[src/logic/dbw_pkg.sv]
// shared constants and carrier types for the data buffer write control block
package dbw_pkg;
   // register byte addresses
   localparam logic [7:0] CTRL_ADDR = 8'h00;
   localparam logic [7:0] STAT_ADDR = 8'h04;
   // control field positions and reset value
   localparam int CTRL_MODE_LSB = 0;
   localparam int CTRL_RATE_LSB = 2;
   localparam int CTRL_CAL_BIT = 4;
   localparam logic [4:0] CTRL_RESET = 5'h00;
   // status field positions
   localparam int STAT_INHIBIT_BIT = 0;
   localparam int STAT_DIV_LSB = 1;
   localparam int STAT_CAL_BIT = 3;
   localparam int STAT_SHIFT_LSB = 4;
   localparam int STAT_COUNT_LSB = 8;
   // sector numbers used by the pulse decoders and the inhibit flop
   localparam logic [6:0] SEC_ONE = 7'h01;
   localparam logic [6:0] SEC_TWO = 7'h02;
   localparam logic [6:0] SEC_THREE = 7'h03;
   localparam logic [6:0] SEC_SEVEN = 7'h07;
   localparam logic [6:0] SEC_TEN = 7'h0A;
   localparam logic [6:0] SEC_FIFTEEN = 7'h0F;
   // spoke bit patterns on sector bits 3..1 and the 64-79 block on bits 6..4
   localparam logic [2:0] SPOKE_A = 3'h1;
   localparam logic [2:0] SPOKE_B = 3'h4;
   localparam logic [2:0] SPOKE_C = 3'h7;
   localparam logic [2:0] BLOCK_64 = 3'h4;
   // read-out word shape
   localparam logic [5:0] ID_PULSES = 6'h04;
   localparam logic [5:0] WORD_PULSES = 6'h30;
   // read-out rate divisors of the 16.384 kHz train
   localparam logic [10:0] DIV_512 = 11'h020;
   localparam logic [10:0] DIV_256 = 11'h040;
   localparam logic [10:0] DIV_64 = 11'h100;
   localparam logic [10:0] DIV_16 = 11'h400;
   // frame slot codes {x3,x2,x1} within a five-frame group
   localparam logic [2:0] SLOT_1 = 3'h0;
   localparam logic [2:0] SLOT_2 = 3'h1;
   localparam logic [2:0] SLOT_3 = 3'h2;
   localparam logic [2:0] SLOT_4 = 3'h3;
   localparam logic [2:0] SLOT_5 = 3'h4;
   localparam logic [1:0] SECTION_3 = 2'h2;

   typedef enum logic [1:0] {MODE_IDLE, MODE_ALL_SECTOR, MODE_POLAR_SCAN,
      MODE_MULTI_FRAME} dbw_mode_t;
   typedef enum logic [1:0] {SH_IDLE, SH_ID, SH_DATA} dbw_shift_t;

   // sector timing from the spoke generator
   typedef struct packed {
      logic [6:0] sector;
      logic strobe_first;
      logic strobe_second;
      logic selected_sector;
   } dbw_timing_t;

   // status bits entered into lines 5 and 6
   typedef struct packed {
      logic polarity_select;
      logic suppression_flag;
      logic rate_status;
      logic step_sequence_status;
      logic mode_control_a;
      logic mode_control_b;
      logic sun_delay_mode_flag;
      logic sector_group_a;
      logic sector_group_b;
   } dbw_status_t;

   // write address counters of the buffer storage
   typedef struct packed {
      logic [1:0] section;
      logic x_write_bit3;
      logic x_write_bit2;
      logic x_write_bit1;
      logic y_write_low_bit;
   } dbw_waddr_t;
endpackage

[src/logic/dbw_rate_div.sv]
// divider that turns the 16.384 kHz train into the read-out bit rate
`timescale 1ns/1ps
module dbw_rate_div #(
   parameter int CW = 11
) (
   input wire logic clk,
   input wire logic rst,
   input wire logic train_tick,
   input wire logic [1:0] rate_sel,
   output logic rate_tick_q
);
   logic [CW-1:0] div_cnt_q;
   logic [CW-1:0] divisor;

   // rate select picks 512, 256, 64 or 16 bits per second
   always_comb
   begin
      unique case (rate_sel)
         2'h0: divisor = CW'(dbw_pkg::DIV_512);
         2'h1: divisor = CW'(dbw_pkg::DIV_256);
         2'h2: divisor = CW'(dbw_pkg::DIV_64);
         2'h3: divisor = CW'(dbw_pkg::DIV_16);
      endcase
   end

   // count train ticks; a rate change applies at once to the count in progress
   always_ff @(posedge clk or posedge rst)
   begin
      if (rst)
      begin
         div_cnt_q <= '0;
         rate_tick_q <= 1'b0;
      end
      else
      begin
         rate_tick_q <= 1'b0;
         if (train_tick)
         begin
            if (div_cnt_q >= divisor - CW'(1))
            begin
               div_cnt_q <= '0;
               rate_tick_q <= 1'b1;
            end
            else
               div_cnt_q <= div_cnt_q + CW'(1);
         end
      end
   end
endmodule

[src/logic/dbw_write_control.sv]
// write pulse, read-out shift, calibration and status decoder for the core buffer
`timescale 1ns/1ps
// How it works
// - all-sector writes at second strobe, selected sectors
// - all-sector extra writes, first strobe 66,72,78
// - polar scan writes second strobe 2-7, 10
// - polar scan extra writes first strobe 2,10
// - multi-frame writes 2,3; sector 1 on 10
// - buffer empty presets divider; first advance toggles
// - second stage set fires one-shot toggling first
// - mode pulses ORed, blocked by zero or inhibit
// - fast rate, full, sector 15 sets inhibit
// - after full clears, next sector 15 releases
// - train divided by 32,64,256,1024 for rate
// - gate rise presets counter; four frame-id shifts
// - next 44 pulses shift data, then read advance
// - calibrate command drives sun delay control
// - sun delay sets calibrate latch; electron start clears
// - calibrate forces half-scale flux pulse width
// - status bits written in pairs, lines 5, 6
// - low y bit selects line 5 or 6
// - all-sector/polar frame slots carry fixed status pairs
// - x bits decode frame slot in group
module dbw_write_control (
   input wire logic clk,
   input wire logic rst,
   input wire logic psel,
   input wire logic penable,
   input wire logic pwrite,
   input wire logic [7:0] paddr,
   input wire logic [31:0] pwdata,
   output logic [31:0] prdata,
   output logic pready,
   output logic pslverr,
   input wire dbw_pkg::dbw_timing_t timing,
   input wire logic sun_pulse,
   input wire logic high_voltage_advance,
   input wire logic high_voltage_zero,
   input wire logic buffer_empty,
   input wire logic buffer_full,
   input wire logic fast_bit_rate,
   input wire logic second_premode_all_sector,
   input wire logic train_tick,
   input wire logic shift_pulse,
   input wire logic word_gate,
   input wire logic electron_start,
   input wire dbw_pkg::dbw_status_t status,
   input wire dbw_pkg::dbw_waddr_t waddr,
   output logic write_pulse,
   output logic advance_gated,
   output logic sun_delay_control,
   output logic inflight_calibrate,
   output logic flux_half_scale,
   output logic rate_tick,
   output logic frame_id_shift,
   output logic data_shift,
   output logic y_read_advance,
   output logic misc_status_bit
);
   logic [4:0] ctrl_q;
   logic [31:0] prdata_q;
   logic pready_q;
   logic pslverr_q;
   logic wr_en;
   logic addr_ok;
   dbw_pkg::dbw_mode_t mode;
   logic div1_q;
   logic div2_q;
   logic div2_prev_q;
   logic one_shot_q;
   logic inhibit_q;
   logic wp_as;
   logic wp_ps;
   logic wp_mfs;
   logic wp_q;
   logic adv_q;
   logic [2:0] spoke;
   logic in_block_64;
   logic sun_delay_q;
   logic cal_latch_q;
   logic flux_half_q;
   logic word_gate_prev_q;
   dbw_pkg::dbw_shift_t shift_state_q;
   logic [5:0] shift_cnt_q;
   logic id_shift_q;
   logic data_shift_q;
   logic y_adv_q;
   logic [2:0] slot;
   logic status_bit;
   logic status_q;
   logic rate_tick_w;

   assign mode = dbw_pkg::dbw_mode_t'(ctrl_q[dbw_pkg::CTRL_MODE_LSB +: 2]);
   assign wr_en = psel & penable & pready_q & pwrite;
   assign addr_ok = (paddr == dbw_pkg::CTRL_ADDR) || (paddr == dbw_pkg::STAT_ADDR);

   // apb slave: answer is prepared in the setup cycle so pready is a flop
   always_ff @(posedge clk or posedge rst)
   begin
      if (rst)
      begin
         pready_q <= 1'b0;
         pslverr_q <= 1'b0;
         prdata_q <= 32'h0000_0000;
      end
      else
      begin
         pready_q <= psel & ~penable;
         pslverr_q <= psel & ~penable & ~addr_ok;
         prdata_q <= 32'h0000_0000;
         if (psel & ~penable & ~pwrite)
         begin
            if (paddr == dbw_pkg::CTRL_ADDR)
               prdata_q <= {27'h0, ctrl_q};
            else if (paddr == dbw_pkg::STAT_ADDR)
            begin
               prdata_q[dbw_pkg::STAT_INHIBIT_BIT] <= inhibit_q;
               prdata_q[dbw_pkg::STAT_DIV_LSB +: 2] <= {div2_q, div1_q};
               prdata_q[dbw_pkg::STAT_CAL_BIT] <= cal_latch_q;
               prdata_q[dbw_pkg::STAT_SHIFT_LSB +: 2] <= shift_state_q;
               prdata_q[dbw_pkg::STAT_COUNT_LSB +: 6] <= shift_cnt_q;
            end
         end
      end
   end

   // control register: mode, read-out rate and calibrate command
   always_ff @(posedge clk or posedge rst)
   begin
      if (rst)
         ctrl_q <= dbw_pkg::CTRL_RESET;
      else if (wr_en && paddr == dbw_pkg::CTRL_ADDR)
         ctrl_q <= pwdata[4:0];
   end

   // spoke decode: sector bits 3..1 and the 64-79 block
   assign spoke = timing.sector[3:1];
   assign in_block_64 = timing.sector[6:4] == dbw_pkg::BLOCK_64;

   // all-sector pulses
   always_comb
   begin
      wp_as = timing.strobe_second & timing.selected_sector;
      if (timing.strobe_first && in_block_64 && !timing.sector[0] &&
         (spoke == dbw_pkg::SPOKE_A || spoke == dbw_pkg::SPOKE_B ||
         spoke == dbw_pkg::SPOKE_C))
         wp_as = 1'b1;
   end

   // polar scan pulses
   always_comb
   begin
      wp_ps = 1'b0;
      if (timing.strobe_second && timing.sector >= dbw_pkg::SEC_TWO &&
         timing.sector <= dbw_pkg::SEC_SEVEN)
         wp_ps = 1'b1;
      if (timing.strobe_second && timing.sector == dbw_pkg::SEC_TEN)
         wp_ps = 1'b1;
      if (timing.strobe_first && (timing.sector == dbw_pkg::SEC_TWO ||
         timing.sector == dbw_pkg::SEC_TEN))
         wp_ps = 1'b1;
   end

   // multi-frame pulses; sector 1 only on one divider phase
   always_comb
   begin
      wp_mfs = 1'b0;
      if (timing.strobe_second && (timing.sector == dbw_pkg::SEC_TWO ||
         timing.sector == dbw_pkg::SEC_THREE))
         wp_mfs = 1'b1;
      if (timing.strobe_second && timing.sector == dbw_pkg::SEC_ONE &&
         div1_q && !div2_q)
         wp_mfs = 1'b1;
   end

   // composite pulse; only the active mode's decoder is passed
   always_ff @(posedge clk or posedge rst)
   begin
      if (rst)
         wp_q <= 1'b0;
      else
         wp_q <= ((wp_as && mode == dbw_pkg::MODE_ALL_SECTOR) ||
            (wp_ps && mode == dbw_pkg::MODE_POLAR_SCAN) ||
            (wp_mfs && mode == dbw_pkg::MODE_MULTI_FRAME)) &&
            !high_voltage_zero && !inhibit_q;
   end

   // advance passed on unless inhibited
   always_ff @(posedge clk or posedge rst)
   begin
      if (rst)
         adv_q <= 1'b0;
      else
         adv_q <= high_voltage_advance & ~inhibit_q;
   end

   // divide-by-three: stage two toggles on stage one falling; its rise fires
   // a one-shot that flips stage one back, skipping the fourth state
   always_ff @(posedge clk or posedge rst)
   begin
      if (rst)
      begin
         div1_q <= 1'b1;
         div2_q <= 1'b1;
         div2_prev_q <= 1'b1;
         one_shot_q <= 1'b0;
      end
      else
      begin
         div2_prev_q <= div2_q;
         one_shot_q <= div2_q & ~div2_prev_q;
         if (buffer_empty)
         begin
            div1_q <= 1'b1;
            div2_q <= 1'b1;
            div2_prev_q <= 1'b1; // a preset of stage two must not fire the one-shot
            one_shot_q <= 1'b0;
         end
         else if (one_shot_q)
            div1_q <= ~div1_q;
         else if (high_voltage_advance && !inhibit_q)
         begin
            div1_q <= ~div1_q;
            if (div1_q)
               div2_q <= ~div2_q;
         end
      end
   end

   // inhibit flop, sampled at the first strobe of sector 15 at fast rate
   always_ff @(posedge clk or posedge rst)
   begin
      if (rst)
         inhibit_q <= 1'b0;
      else if (fast_bit_rate && timing.strobe_first &&
         timing.sector == dbw_pkg::SEC_FIFTEEN)
      begin
         if (buffer_full && !second_premode_all_sector)
            inhibit_q <= 1'b1;
         else if (!buffer_full)
            inhibit_q <= 1'b0;
      end
   end

   // read-out rate divider
   dbw_rate_div #(
      .CW(11)
   ) u_rate_div (
      .clk(clk),
      .rst(rst),
      .train_tick(train_tick),
      .rate_sel(ctrl_q[dbw_pkg::CTRL_RATE_LSB +: 2]),
      .rate_tick_q(rate_tick_w)
   );

   // read-out word: gate rise presets the count, four id shifts, then data
   always_ff @(posedge clk or posedge rst)
   begin
      if (rst)
      begin
         word_gate_prev_q <= 1'b1; // gate idles high, so no false start after reset
         shift_state_q <= dbw_pkg::SH_IDLE;
         shift_cnt_q <= 6'h00;
         id_shift_q <= 1'b0;
         data_shift_q <= 1'b0;
      end
      else
      begin
         word_gate_prev_q <= word_gate;
         id_shift_q <= 1'b0;
         data_shift_q <= 1'b0;
         if (!word_gate_prev_q && word_gate)
         begin
            shift_state_q <= dbw_pkg::SH_ID;
            shift_cnt_q <= 6'h00;
         end
         else if (shift_pulse)
         begin
            unique case (shift_state_q)
               dbw_pkg::SH_IDLE:
               begin
                  shift_cnt_q <= shift_cnt_q;
               end
               dbw_pkg::SH_ID:
               begin
                  id_shift_q <= 1'b1;
                  shift_cnt_q <= shift_cnt_q + 6'h01;
                  if (shift_cnt_q == dbw_pkg::ID_PULSES - 6'h01)
                     shift_state_q <= dbw_pkg::SH_DATA;
               end
               dbw_pkg::SH_DATA:
               begin
                  data_shift_q <= 1'b1;
                  shift_cnt_q <= shift_cnt_q + 6'h01;
                  if (shift_cnt_q == dbw_pkg::WORD_PULSES - 6'h01)
                     shift_state_q <= dbw_pkg::SH_IDLE;
               end
               default:
                  shift_state_q <= dbw_pkg::SH_IDLE;
            endcase
         end
      end
   end

   // read advance follows the trailing edge of each data shift
   always_ff @(posedge clk or posedge rst)
   begin
      if (rst)
         y_adv_q <= 1'b0;
      else
         y_adv_q <= data_shift_q;
   end

   // calibration: command drives sun delay; latch held until electron start
   always_ff @(posedge clk or posedge rst)
   begin
      if (rst)
      begin
         sun_delay_q <= 1'b0;
         cal_latch_q <= 1'b0;
         flux_half_q <= 1'b0;
      end
      else
      begin
         sun_delay_q <= ctrl_q[dbw_pkg::CTRL_CAL_BIT];
         if (sun_delay_q)
            cal_latch_q <= 1'b1;
         else if (electron_start)
            cal_latch_q <= 1'b0;
         flux_half_q <= cal_latch_q;
      end
   end

   // frame slot from x write bits
   assign slot = {waddr.x_write_bit3, waddr.x_write_bit2, waddr.x_write_bit1};

   // status decoder: low y bit picks line 5 (clear) or line 6 (set)
   always_comb
   begin
      status_bit = 1'b0;
      if (mode == dbw_pkg::MODE_MULTI_FRAME)
      begin
         if (slot == dbw_pkg::SLOT_1 && waddr.section != dbw_pkg::SECTION_3)
            status_bit = waddr.y_write_low_bit ? status.suppression_flag
               : status.polarity_select;
         else if ((slot != dbw_pkg::SLOT_1 && slot <= dbw_pkg::SLOT_5 &&
            waddr.section != dbw_pkg::SECTION_3) ||
            (slot == dbw_pkg::SLOT_5 && waddr.section == dbw_pkg::SECTION_3))
            status_bit = waddr.y_write_low_bit ? status.sector_group_b
               : status.sector_group_a;
      end
      else
      begin
         unique case (slot)
            dbw_pkg::SLOT_1:
               status_bit = waddr.y_write_low_bit ? status.suppression_flag
                  : status.polarity_select;
            dbw_pkg::SLOT_2:
               status_bit = waddr.y_write_low_bit ? status.step_sequence_status
                  : status.rate_status;
            dbw_pkg::SLOT_3:
               status_bit = waddr.y_write_low_bit ? status.mode_control_b
                  : status.mode_control_a;
            dbw_pkg::SLOT_4:
               status_bit = waddr.y_write_low_bit ? status.sun_delay_mode_flag
                  : cal_latch_q;
            dbw_pkg::SLOT_5:
               status_bit = waddr.y_write_low_bit ? status.sector_group_b
                  : status.sector_group_a;
            default:
               status_bit = 1'b0;
         endcase
      end
   end

   // registered so the bit is steady through the two-pulse write train
   always_ff @(posedge clk or posedge rst)
   begin
      if (rst)
         status_q <= 1'b0;
      else
         status_q <= status_bit;
   end

   assign prdata = prdata_q;
   assign pready = pready_q;
   assign pslverr = pslverr_q;
   assign write_pulse = wp_q;
   assign advance_gated = adv_q;
   assign sun_delay_control = sun_delay_q;
   assign inflight_calibrate = cal_latch_q;
   assign flux_half_scale = flux_half_q;
   assign rate_tick = rate_tick_w;
   assign frame_id_shift = id_shift_q;
   assign data_shift = data_shift_q;
   assign y_read_advance = y_adv_q;
   assign misc_status_bit = status_q;

   // checks
   property p_as_write;
      @(posedge clk) disable iff (rst)
      (mode == dbw_pkg::MODE_ALL_SECTOR && timing.strobe_second &&
      timing.selected_sector && !high_voltage_zero && !inhibit_q) |=> wp_q;
   endproperty
   a_as_write: assert property (p_as_write) else $error("as write missing");

   property p_as_extra;
      @(posedge clk) disable iff (rst)
      (mode == dbw_pkg::MODE_ALL_SECTOR && timing.strobe_first &&
      timing.sector == 7'h48 && !high_voltage_zero && !inhibit_q) |=> wp_q;
   endproperty
   a_as_extra: assert property (p_as_extra) else $error("as sector 72 write missing");

   property p_ps_write;
      @(posedge clk) disable iff (rst)
      (mode == dbw_pkg::MODE_POLAR_SCAN && timing.strobe_first &&
      timing.sector == 7'h05 && !timing.strobe_second) |=> !wp_q;
   endproperty
   a_ps_write: assert property (p_ps_write) else $error("ps spurious write");

   property p_blocked;
      @(posedge clk) disable iff (rst)
      (high_voltage_zero || inhibit_q) |=> !wp_q;
   endproperty
   a_blocked: assert property (p_blocked) else $error("write not blocked");

   property p_preset;
      @(posedge clk) disable iff (rst)
      buffer_empty |=> (div1_q && div2_q);
   endproperty
   a_preset: assert property (p_preset) else $error("divider not preset");

   property p_three_state;
      @(posedge clk) disable iff (rst)
      (div2_q && !div1_q) |-> ##[1:2] div1_q;
   endproperty
   a_three_state: assert property (p_three_state) else $error("illegal divider state");

   property p_inhibit_set;
      @(posedge clk) disable iff (rst)
      (fast_bit_rate && timing.strobe_first && timing.sector == dbw_pkg::SEC_FIFTEEN &&
      buffer_full && !second_premode_all_sector) |=> inhibit_q ##1 !adv_q;
   endproperty
   a_inhibit_set: assert property (p_inhibit_set) else $error("inhibit not set");

   property p_inhibit_hold;
      @(posedge clk) disable iff (rst)
      (inhibit_q && !(timing.strobe_first && timing.sector == dbw_pkg::SEC_FIFTEEN))
      |=> inhibit_q;
   endproperty
   a_inhibit_hold: assert property (p_inhibit_hold) else $error("inhibit dropped early");

   property p_y_adv;
      @(posedge clk) disable iff (rst)
      $fell(data_shift_q) |-> y_adv_q;
   endproperty
   a_y_adv: assert property (p_y_adv) else $error("read advance missing");

   property p_cal;
      @(posedge clk) disable iff (rst)
      $rose(sun_delay_q) |=> cal_latch_q ##1 flux_half_q;
   endproperty
   a_cal: assert property (p_cal) else $error("calibrate latch not set");
endmodule

[config.mk]
export PLATFORM = sky130hd
export DESIGN_NAME = dbw_write_control
export DESIGN_NICKNAME = d
export VERILOG_FILES = /design/src/logic/dbw_pkg.sv /design/src/logic/dbw_rate_div.sv /design/src/logic/dbw_write_control.sv
export SDC_FILE = /design/constraint.sdc
export NUM_CORES = 1
export LEC_CHECK = 0
export CAP_MARGIN = 20
export CORE_MARGIN = 4
export CORE_UTILIZATION = 64
export DETAILED_ROUTE_END_ITERATION = 6
export DONT_BUFFER_PORTS = 1
export GPL_TIMING_DRIVEN = 0
export PLACE_DENSITY = 0.88
export SETUP_SLACK_MARGIN = 0.02
export SYNTH_ARGS = -nofsm -noshare
export SYNTH_HDL_FRONTEND = slang
export SYNTH_SLANG_ARGS = --single-unit
[constraint.sdc]
create_clock -name clk -period 3.55 [get_ports clk]
set_input_delay 0.5325 -clock clk [delete_from_list [all_inputs] [get_ports clk]]
set_output_delay 0.5325 -clock clk [all_outputs]
set_load 0.005 [all_outputs]
==> summary.txt, run 1 <==
Status
  – Status: finished, final reports clean

Detailed routing
  – Final WL: between 5000 and 6000 µm
  – Via density: 5.89
  – Iteration-0 DRC Markers: 107
  – Antenna Nets Post-Route: 0
  – Vias post-DR: 2,128
  – # DRC: 0
  – Number of detailed-route iterations in the first pass: 4
  – Post-DR wirelength/cell: 15.5 µm

Clocking
  – Post-CTS setup buffers: 0
  – CTS clk-pin slew, worst paths: 0.10 ns
  – Clock tree buffer depth: 2
  – Worst skew pair latency: 0.30 ns
  – CTS tree: yes
  – Clock Sinks: 54
  – Total CTS buffers: 5
  – H-tree depth: 2
  – Resized Gates After CTS: 0
  – Root Driver: clkbuf_8
  – Hold Buf Count CTS: 0

STA
  – Setup TNS: 0 ns
  – Unrepaired setup endpoints after global routing: false
  – Max-slew violation count: 0
  – Fin Clk Skew: 0.00596 ns
  – PnR worst setup slack: about 1.5 ns
  – Crit share post-route: 0.564
  – # setup viols final: 0
  – Count of final hold-check violations: 0
  – Max frequency: roughly 500 MHz
  – Clock period minus worst slack: 2.00 ns
  – Hold_ws: ~0.0097 ns

Pwr
  – Power Internal: 1.04 mW
  – Pwr/cell area: 465 mW/mm²
  – Sw Pwr: roughly 0.45 mW
  – Clock power share: 0.277
  – Static leakage: roughly 1.5 nW
  – Sequential share of power: 0.510
  – Switching Share: 0.302
  – Combinational share of power: 0.213
  – Worst VDD drop: 0.346 mV

Cells and area
  – Post-route cell area: 0.00320 mm²
  – Commonest cells after routing, fill and taps aside: dfrtp_1, conb_1, nand2_1, buf_4, inv_1
  – Nets: 402
  – Share of layout cells above drive strength 1: 0.184
  – FILL cells: ~320
  – Ant diodes: 0
  – Commonest non-fill, non-tap cell in the layout: dfrtp_1
  – Area Overhead vs Synth: 9.16%
  – Final Non-Filler Cells: ~360

Logic synthesis
  – Synthesized area: 0.00294 mm²
  – Area share of the largest cell type after synthesis: 0.426
  – Cell count after synthesis: ~280
  – Number of synthesized flops with an enable pin: 0
  – Area leader, netlist: dfrtp_1
  – Most used DFF post-synth: dfrtp_1
  – Synth top area cells: dfrtp_1, ha_1, buf_4
  – Register area share after synthesis: 0.462
  – Yosys cell types: 56
  – #FFs+latches synth: 54
  – Ys async rst share: 1.00
  – Syn_area_per_cell: 10.4 µm²
  – Ys Warns: 0

Job
  – Number of max-cap violations: 0

Die
  – Top Ports: 125
  – Initial Utilization: 0.670
  – Die Wd: 75.7 µm
  – Num rows: 24
  – Die H: 75.7 µm
  – Die Footprint: 0.00573 mm²
  – Core area: 0.00438 mm²

Min path
  – Hold Crit Class: in2async

Global route
  – Total GRT Usage: 0.211
  – Largest net degree at the start of global routing: 46
  – Remaining Overflow, GRT: 0
  – Initial antenna violation count: 0
  – Vias in the first global route: 2,041
  – First-pass GRT wire length: 9120 µm

Worst setup path
  – CP Data Arrival Time: between 2 and 2.5 ns
  – CP startpoint: ctrl_q[2]
  – Max FO, Critical Path: 8
  – CP endpoint: u_rate_div.div_cnt_q[9]
  – Critical Path End Type: flop
  – Worst reg-to-reg path cell count: 6
  – Critical Path Source Type: flop
  – Worst Path Class, Setup: reg2reg
  – Worst reg-to-reg setup slack: 1.55 ns
  – RR Endpoint: u_rate_div.div_cnt_q[9]
  – RR Startpoint: ctrl_q[2]
  – Worst Path Required: 3.73 ns

Place
  – Port bufs: 0
  – Dpl hpwl: ~4500 µm
  – Placed Instances: 353
  – Gpl congestion: approximately 0.86
  – Pre-CTS setup slack: 1.56 ns
  – Placed cell area: 0.00309 mm²
-- per-layer routing --
layer | part of all wire | track usage | vias to the layer above
met5 | 0 | 0 | -
met4 | 0.017 | 0.0757 | 0
met3 | 0.059 | 0.0462 | 10
met2 | 0.54 | 0.368 | 67
met1 | 0.39 | 0.255 | 1037
li1 | - | - | 1014
-- synth_stat cells, types with 4 or more instances --
| master | n |
|---|---|
| nand3_1 | 10 |
| buf_4 | 20 |
| o21ai_0 | 7 |
| mux2_2 | 10 |
| dfrtp_1 | 50 |
| and2_1 | 7 |
| xnor2_1 | 7 |
| dfstp_2 | 4 |
| nor3_1 | 5 |
| nand4_1 | 4 |
| ha_1 | 13 |
| a21oi_1 | 10 |
| or3_1 | 5 |
| o22ai_1 | 4 |
| nand2_1 | 20 |
| a41oi_1 | 4 |
| nor2_1 | 14 |
| inv_1 | 18 |
| nand2b_1 | 7 |
-- power groups by stage --
stage / logic [mW] / registers, mW / clock network, mW
final: 0.318 / 0.761 / 0.413
after global placement: 0.300 / 0.770 / 0
after floorplan: 0.263 / 0.751 / 0
after global routing: 0.367 / 0.771 / 0.454
after CTS: 0.319 / 0.761 / 0.422
after detailed placement: 0.316 / 0.773 / 0
-- worst max-delay path: stages (launching register included) --
cell,delay (ns)
dfrtp_1,0.43
nand2_1,0.08
ha_1,0.30
nand4_1,0.12
a2111o_1,0.48
nand3_1,0.31
o21ai_0,0.15
-- worst min path at each step --
stage	start	end	slack (ns)	cells after the start
2_1_floorplan	ctrl_q[4]	sun_delay_control	0.37	0
3_3_place_gp	ctrl_q[4]	sun_delay_control	0.41	0
3_5_place_dp	rst	prdata[9]	0.35	1
4_1_cts	rst	prdata[9]	0.01	1
5_1_grt	rst	shift_cnt_q[5]	0.0006	1
6_report	rst	shift_cnt_q[5]	0.01	1
-- flip-flops by register name, indices dropped and copies added (netlist names), 2 cells and up --
register              cells
shift_state_q             2
u_rate_div.div_cnt_q     11
ctrl_q                    5
shift_cnt_q               6
prdata                   12
-- kinds of logic after synthesis --
group           after synthesis  synth area share
compound gates               49             0.121
fa+ha+maj                    13            0.0554
flops                        54             0.462
xor+xnor                     10            0.0298
other cells                   2           0.00256
simple gates                 98             0.199
mux                          13            0.0486
buf+inv                      42            0.0818
-- layout make-up --
type | instances | area [µm²] | share of cell area
Buffer | 24 | 173 | 0.0539
Clock inverter | 3 | 43.8 | 0.0137
Inverter | 18 | 67.6 | 0.0211
Clock buffer | 5 | 68.8 | 0.0215
Multi-Input combinational cell | 204 | 1410 | 0.440
Tap cell | 52 | 65.1 | 0.0203
Sequential cell | 54 | 1360 | 0.423
Timing Repair Buffer | 1 | 20.0 | 0.00625
-- per-stage QoR --
stage / utilization / total power, mW
after floorplan: - / 1.01
after global placement: 0.701 / 1.07
after detailed placement: 0.705 / 1.09
after CTS: 0.731 / 1.50
after global routing: 0.731 / 1.59
final: 0.731 / 1.49
No activity file was read; power rests on OpenSTA's default activity.
==> inputs of run 2 (changes only) <==
--- a/config.mk
+++ b/config.mk
@@ -7,11 +7,11 @@
 export LEC_CHECK = 0
 export CAP_MARGIN = 20
 export CORE_MARGIN = 4
-export CORE_UTILIZATION = 64
+export CORE_UTILIZATION = 57
 export DETAILED_ROUTE_END_ITERATION = 6
 export DONT_BUFFER_PORTS = 1
 export GPL_TIMING_DRIVEN = 0
-export PLACE_DENSITY = 0.88
+export PLACE_DENSITY = 0.83
 export SETUP_SLACK_MARGIN = 0.02
 export SYNTH_ARGS = -nofsm -noshare
 export SYNTH_HDL_FRONTEND = slang
==> constraint.sdc (replaced) <==
create_clock -name clk -period 1.7 [get_ports clk]
set_input_delay 0.255 -clock clk [delete_from_list [all_inputs] [get_ports clk]]
set_output_delay 0.255 -clock clk [all_outputs]
set_load 0.005 [all_outputs]
==> run 2 against run 1 <==
  * The run now ends with setup timing left
  * Final cell count rose by 5.8%
  * Largest power group unchanged
  * Via count down 0.70%
  * First-iteration DRC count grew 53%
==> summary.txt, run 2 (same netlist as run 1, synthesis figures left out) <==
Global route
  – First-pass GRT wire length: approximately 10,000 µm
  – Total GRT Usage: 0.199
  – Remaining Overflow, GRT: 0
  – Initial antenna violation count: 0
  – Vias in the first global route: 2,104
  – Largest net degree at the start of global routing: 45

Place
  – Placed cell area: 0.00312 mm²
  – Dpl hpwl: 4670 µm
  – Port bufs: 0
  – Gpl congestion: 0.882
  – Pre-CTS setup slack: -0.162 ns

Cells and area
  – Max reg flops: 12
  – Area Overhead vs Synth: 14.6%
  – Post-route cell area: 0.00336 mm²
  – Share of layout cells above drive strength 1: 0.241
  – Nets: 408
  – Commonest cells after routing, fill and taps aside: dfrtp_1, buf_4, conb_1
  – Commonest non-fill, non-tap cell in the layout: dfrtp_1
  – Ant diodes: 0

Worst setup path
  – Critical Path Source Type: flop
  – CP Data Arrival Time: 2.10 ns
  – Max FO, Critical Path: 7
  – Worst Path Class, Setup: reg2reg
  – Critical Path End Type: flop
  – Worst Path Required: approximately 1.9 ns
  – Worst reg-to-reg setup slack: -0.21 ns

Pwr
  – Tot Pwr: 3.13 mW
  – Clock power share: 0.228
  – Combinational share of power: 0.261
  – Pwr/cell area: 932 mW/mm²
  – Static leakage: 1.52 nW
  – Switching Share: 0.328
  – Power Internal: 2.11 mW
  – Worst VDD drop: 0.601 mV
  – Sequential share of power: 0.511
  – Sw Pwr: 1.03 mW

Detailed routing
  – Antenna Nets Post-Route: 0
  – Vias post-DR: roughly 2,100
  – Post-DR wirelength/cell: 16.3 µm
  – Iteration-0 DRC Markers: 164
  – Via density: 5.53
  – # DRC: 0
  – Number of detailed-route iterations in the first pass: 4
  – Final WL: roughly 6200 µm

Clocking
  – CTS clk-pin slew, worst paths: 0.10 ns
  – Clock Sinks: 54
  – Worst skew pair latency: 0.30 ns
  – Root Driver: clkbuf_8
  – Clock tree buffer depth: 2
  – Total CTS buffers: 5
  – H-tree depth: 2
  – CTS tree: yes

STA
  – Slew margin rel.: 0.585
  – Unrepaired setup endpoints after global routing: true
  – Max-slew violation count: 0
  – PnR worst setup slack: -0.209 ns
  – Fin Clk Skew: 0.00760 ns
  – Worst-margin pin slew: 0.622 ns
  – Crit share post-route: 1.12
  – Count of final hold-check violations: 0
  – Max frequency: about 520 MHz
  – Clock period minus worst slack: 1.91 ns
  – # setup viols final: 12

Die
  – Die Wd: 79.8 µm
  – Die Footprint: 0.00636 mm²
  – Die H: 79.8 µm
  – Num rows: 25
  – Initial Utilization: 0.605
  – Core area: 0.00485 mm²
  – Top Ports: ~130

Min path
  – Hold Crit Class: in2reg

Status
  – Violated checks: setup timing
  – Status: finished with violations

Job
  – Number of max-cap violations: 0
-- run 2: changes by cell type in the layout (fill, tap and decap cells not counted), moves of 2 or more --
cell	before	now
a41oi_1	4	0
a41oi_2	0	4
buf_4	20	24
dlygate4sd3_1	0	3
ha_1	13	10
ha_4	0	3
nand2_1	20	17
nand2_2	1	4
o21ai_0	7	5
-- run 2: stage by stage --
stage	cells	util	hold slack, ns	setup TNS [ns]
detailed placement	368	0.643	0.0864	-1.50
finish	382	0.694	0.0397	-1.99
global placement	367	0.638	0.260	-19.57
floorplan	300	-	0.259	-0.0396
global route	382	0.694	0.0339	-3.25
CTS	379	0.667	0.00607	-1.43
-- run 2: timing repair --
| item | in CTS | in global routing |
|---|---|---|
| hold endpoints to repair | 11 | 1 |
| gates resized for setup | 0 | 18 |
| hold buffers | 2 | 1 |
| buffers inserted | 2 | 2 |
| endpoints found under the setup margin | 12 | 14 |
| pin swaps | 0 | 12 |
-- run 2: final cells by class --
cell class | instances | area, µm²
plain buffers | 23 | 169
clock buffers | 5 | 68.8
clock inverters | 3 | 18.8
fillers | 373 | 1490
inverters | 18 | 67.6
multi-input cells | 204 | 1520
flip-flops and latches | 54 | 1360
well taps | 67 | 83.8
repair buffers | 8 | 80.1
-- run 2: worst max-delay path, stage by stage (launching register included) --
cell and delay, ns:
dfrtp_1 0.42, nand2_2 0.08, ha_4 0.27, nand4_1 0.11, a2111o_2 0.59, a41oi_2 0.24, o22ai_1 0.08
-- run 2: per-layer routing --
layer / part of all wire / vias up / global-route usage / wire length, µm
met5: 0 / - / 0 / 0
met4: 0.0087 / 0 / 0.0355 / 54
met3: 0.055 / 6 / 0.0395 / 343
met2: 0.53 / 65 / 0.353 / 3300
met1: 0.41 / 1021 / 0.255 / 2520
li1: - / 1021 / - / -
-- run 2: final timing paths --
| check | depth (start not counted) | endpoint | from |
|---|---|---|---|
| min reg2reg | 0 | sun_delay_control | ctrl_q[4] |
| min | 1 | inhibit_q | second_premode_all_sector |
| max reg2reg | 6 | u_rate_div.div_cnt_q[3] | ctrl_q[2] |
| max in group asynchronous | 3 | div1_q | rst |
| max | 6 | u_rate_div.div_cnt_q[3] | ctrl_q[2] |
| min in group asynchronous | 2 | prdata[11] | rst |
-- run 2: power by group through the flow --
stage	Clock [mW]	Combinational (mW)	Sequential, mW
floorplan	0	0.554	1.57
global placement	0	0.632	1.61
detailed placement	0	0.677	1.62
CTS	0.728	0.683	1.59
global route	0.791	0.950	1.62
finish	0.714	0.819	1.60
==> inputs of run 3 (changes only) <==
--- a/config.mk
+++ b/config.mk
@@ -7,11 +7,11 @@
 export LEC_CHECK = 0
 export CAP_MARGIN = 20
 export CORE_MARGIN = 4
-export CORE_UTILIZATION = 57
+export CORE_UTILIZATION = 64
 export DETAILED_ROUTE_END_ITERATION = 6
 export DONT_BUFFER_PORTS = 1
 export GPL_TIMING_DRIVEN = 0
-export PLACE_DENSITY = 0.83
+export PLACE_DENSITY = 0.88
 export SETUP_SLACK_MARGIN = 0.02
 export SYNTH_ARGS = -nofsm -noshare
 export SYNTH_HDL_FRONTEND = slang
==> constraint.sdc (replaced) <==
create_clock -name clk -period 2.3 [get_ports clk]
set_input_delay 0.345 -clock clk [delete_from_list [all_inputs] [get_ports clk]]
set_output_delay 0.345 -clock clk [all_outputs]
set_load 0.005 [all_outputs]
==> run 3 against run 2 <==
  * The run now ends clean
  * Clock-buffer cell count unchanged
  * Register-to-register slack better by 0.50 ns
  * Routed wire length down 9.7%
  * Non-clock buffer count down 4
  * Cell area down 4.1%
  * Clock skew down 0.0014 ns
  * Total power down 27%
  * Clock power down 11%
  * Utilization up 4.2 points
  * Sequential share of layout area up 1.7 points
  * Largest power group unchanged
  * Highest routed layer unchanged
==> summary.txt, run 3 (same netlist as run 1, synthesis figures left out) <==
Pwr
  – Switching Share: 0.302
  – Clock power share: 0.276
  – Tot Pwr: 2.30 mW
  – Static leakage: 1.50 nW
  – Sw Pwr: 0.694 mW
  – Combinational share of power: 0.213
  – Sequential share of power: 0.510
  – Power Internal: 1.61 mW
  – Pwr/cell area: 714 mW/mm²
  – Worst VDD drop: 0.533 mV

Worst setup path
  – Worst Path Class, Setup: reg2reg
  – Critical Path End Type: flop
  – Worst reg-to-reg setup slack: 0.29 ns
  – Worst reg-to-reg path cell count: 6
  – Worst Path Required: about 2.5 ns
  – RR Endpoint: u_rate_div.div_cnt_q[9]
  – Critical Path Source Type: flop
  – RR Startpoint: ctrl_q[2]
  – CP Data Arrival Time: 2.19 ns
  – Max FO, Critical Path: 8

Cells and area
  – Commonest cells after routing, fill and taps aside: dfrtp_1, conb_1, nand2_1, buf_4, inv_1
  – Share of layout cells above drive strength 1: 0.183
  – FILL cells: between 300 and 400
  – Commonest non-fill, non-tap cell in the layout: dfrtp_1
  – Post-route cell area: 0.00322 mm²
  – Max reg flops: 12
  – Final core utilization: 0.735
  – Ant diodes: 0
  – Final Non-Filler Cells: around 360
  – Area Overhead vs Synth: 9.85%
  – Nets: 404

Detailed routing
  – Vias post-DR: around 2,100
  – Post-DR wirelength/cell: 15.5 µm
  – Antenna Nets Post-Route: 0
  – # DRC: 0
  – Final WL: about 5600 µm
  – Number of detailed-route iterations in the first pass: 4
  – Via density: 5.90
  – Iteration-0 DRC Markers: 105

Clocking
  – Clock Sinks: 54
  – Worst skew pair latency: 0.30 ns
  – CTS clk-pin slew, worst paths: ~0.10 ns
  – H-tree depth: 2
  – Clock tree buffer depth: 2
  – CTS tree: yes
  – Root Driver: clkbuf_8
  – Post-CTS setup buffers: 0
  – Total CTS buffers: 5

Global route
  – Remaining Overflow, GRT: 0
  – First-pass GRT wire length: 9120 µm
  – Total GRT Usage: 0.211
  – Largest net degree at the start of global routing: 46
  – Vias in the first global route: 2,046
  – Initial antenna violation count: 0

Die
  – Num rows: 24
  – Die H: between 70 and 80 µm
  – Top Ports: 125
  – Initial Utilization: 0.670
  – Die Footprint: 0.00573 mm²
  – Core area: 0.00438 mm²
  – Die Wd: ~76 µm

Place
  – Placed cell area: 0.00309 mm²
  – Port bufs: 0
  – Placed Instances: 353
  – Pre-CTS setup slack: around 0.31 ns
  – Dpl hpwl: approximately 4500 µm
  – Gpl congestion: 0.863

STA
  – Count of final hold-check violations: 0
  – Unrepaired setup endpoints after global routing: false
  – Setup TNS: 0 ns
  – Crit share post-route: 0.874
  – Max frequency: 497 MHz
  – Hold_ws: 0.0955 ns
  – # setup viols final: 0
  – PnR worst setup slack: 0.289 ns
  – Fin Clk Skew: 0.00621 ns
  – Clock period minus worst slack: a little over 2 ns
  – Max-slew violation count: 0

Min path
  – Hold Crit Class: in2reg
  – Worst Hold End: one_shot_q
  – Worst Min Path Start: buffer_empty
  – Hold path depth: 1

Job
  – Number of max-cap violations: 0

Status
  – Status: finished, final reports clean
==> run 3: cell types whose count changed in the layout (fill, tap and decap cells not counted), moves of 2 or more <==
cell | previous run | this run
o21ai_0 | 5 | 7
ha_4 | 3 | 0
buf_4 | 24 | 20
nand2_2 | 4 | 1
a41oi_1 | 0 | 4
a41oi_2 | 4 | 0
nand2_1 | 17 | 20
ha_1 | 10 | 13
==> run 3: worst max path at each step <==
stage | cells past startpoint | from | slack, ns | to
2_1_floorplan | 6 | ctrl_q[3] | 0.57 | u_rate_div.div_cnt_q[5]
3_3_place_gp | 1 | rst | 0.13 | inhibit_q
3_5_place_dp | 6 | ctrl_q[2] | 0.31 | u_rate_div.div_cnt_q[9]
4_1_cts | 6 | ctrl_q[2] | 0.28 | u_rate_div.div_cnt_q[9]
5_1_grt | 7 | ctrl_q[3] | 0.08 | u_rate_div.div_cnt_q[5]
6_report | 6 | ctrl_q[2] | 0.29 | u_rate_div.div_cnt_q[9]
==> run 3: power groups by stage <==
stage	combinational [mW]	clock, mW	sequential, mW
after CTS	0.493	0.651	1.17
after detailed placement	0.488	0	1.19
after global placement	0.463	0	1.19
after floorplan	0.406	0	1.16
after global routing	0.570	0.701	1.19
final	0.492	0.636	1.17
==> run 3: repair_timing <==
action,4_1_cts,5_1_grt
resized for setup,0,0
hold buffers,1,1
hold endpoints to repair,7,1
==> run 3: critical path, cell delays in order (launching register included) <==
cell and delay (ns):
dfrtp_1 0.44, nand2_1 0.08, ha_1 0.30, nand4_1 0.12
a2111o_1 0.48, nand3_1 0.31, o21ai_0 0.15
==> run 3: layout make-up <==
class                      count  area, µm²  area share
tap                           52       65.1      0.0202
buffer                        24        173      0.0536
sequential                    54       1360       0.421
inverter                      18       67.6      0.0210
timing repair buffer           3       40.0      0.0124
multi-input combinational    204       1410       0.437
clock inverter                 3       43.8      0.0136
clock buffer                   5       68.8      0.0213
==> run 3: layer usage <==
| metal | share of wire | track usage | vias up |
|---|---|---|---|
| met5 | 0 | 0 | - |
| met2 | 0.54 | 0.368 | 67 |
| li1 | - | - | 1021 |
| met1 | 0.39 | 0.255 | 1044 |
| met3 | 0.057 | 0.0462 | 10 |
| met4 | 0.017 | 0.0757 | 0 |
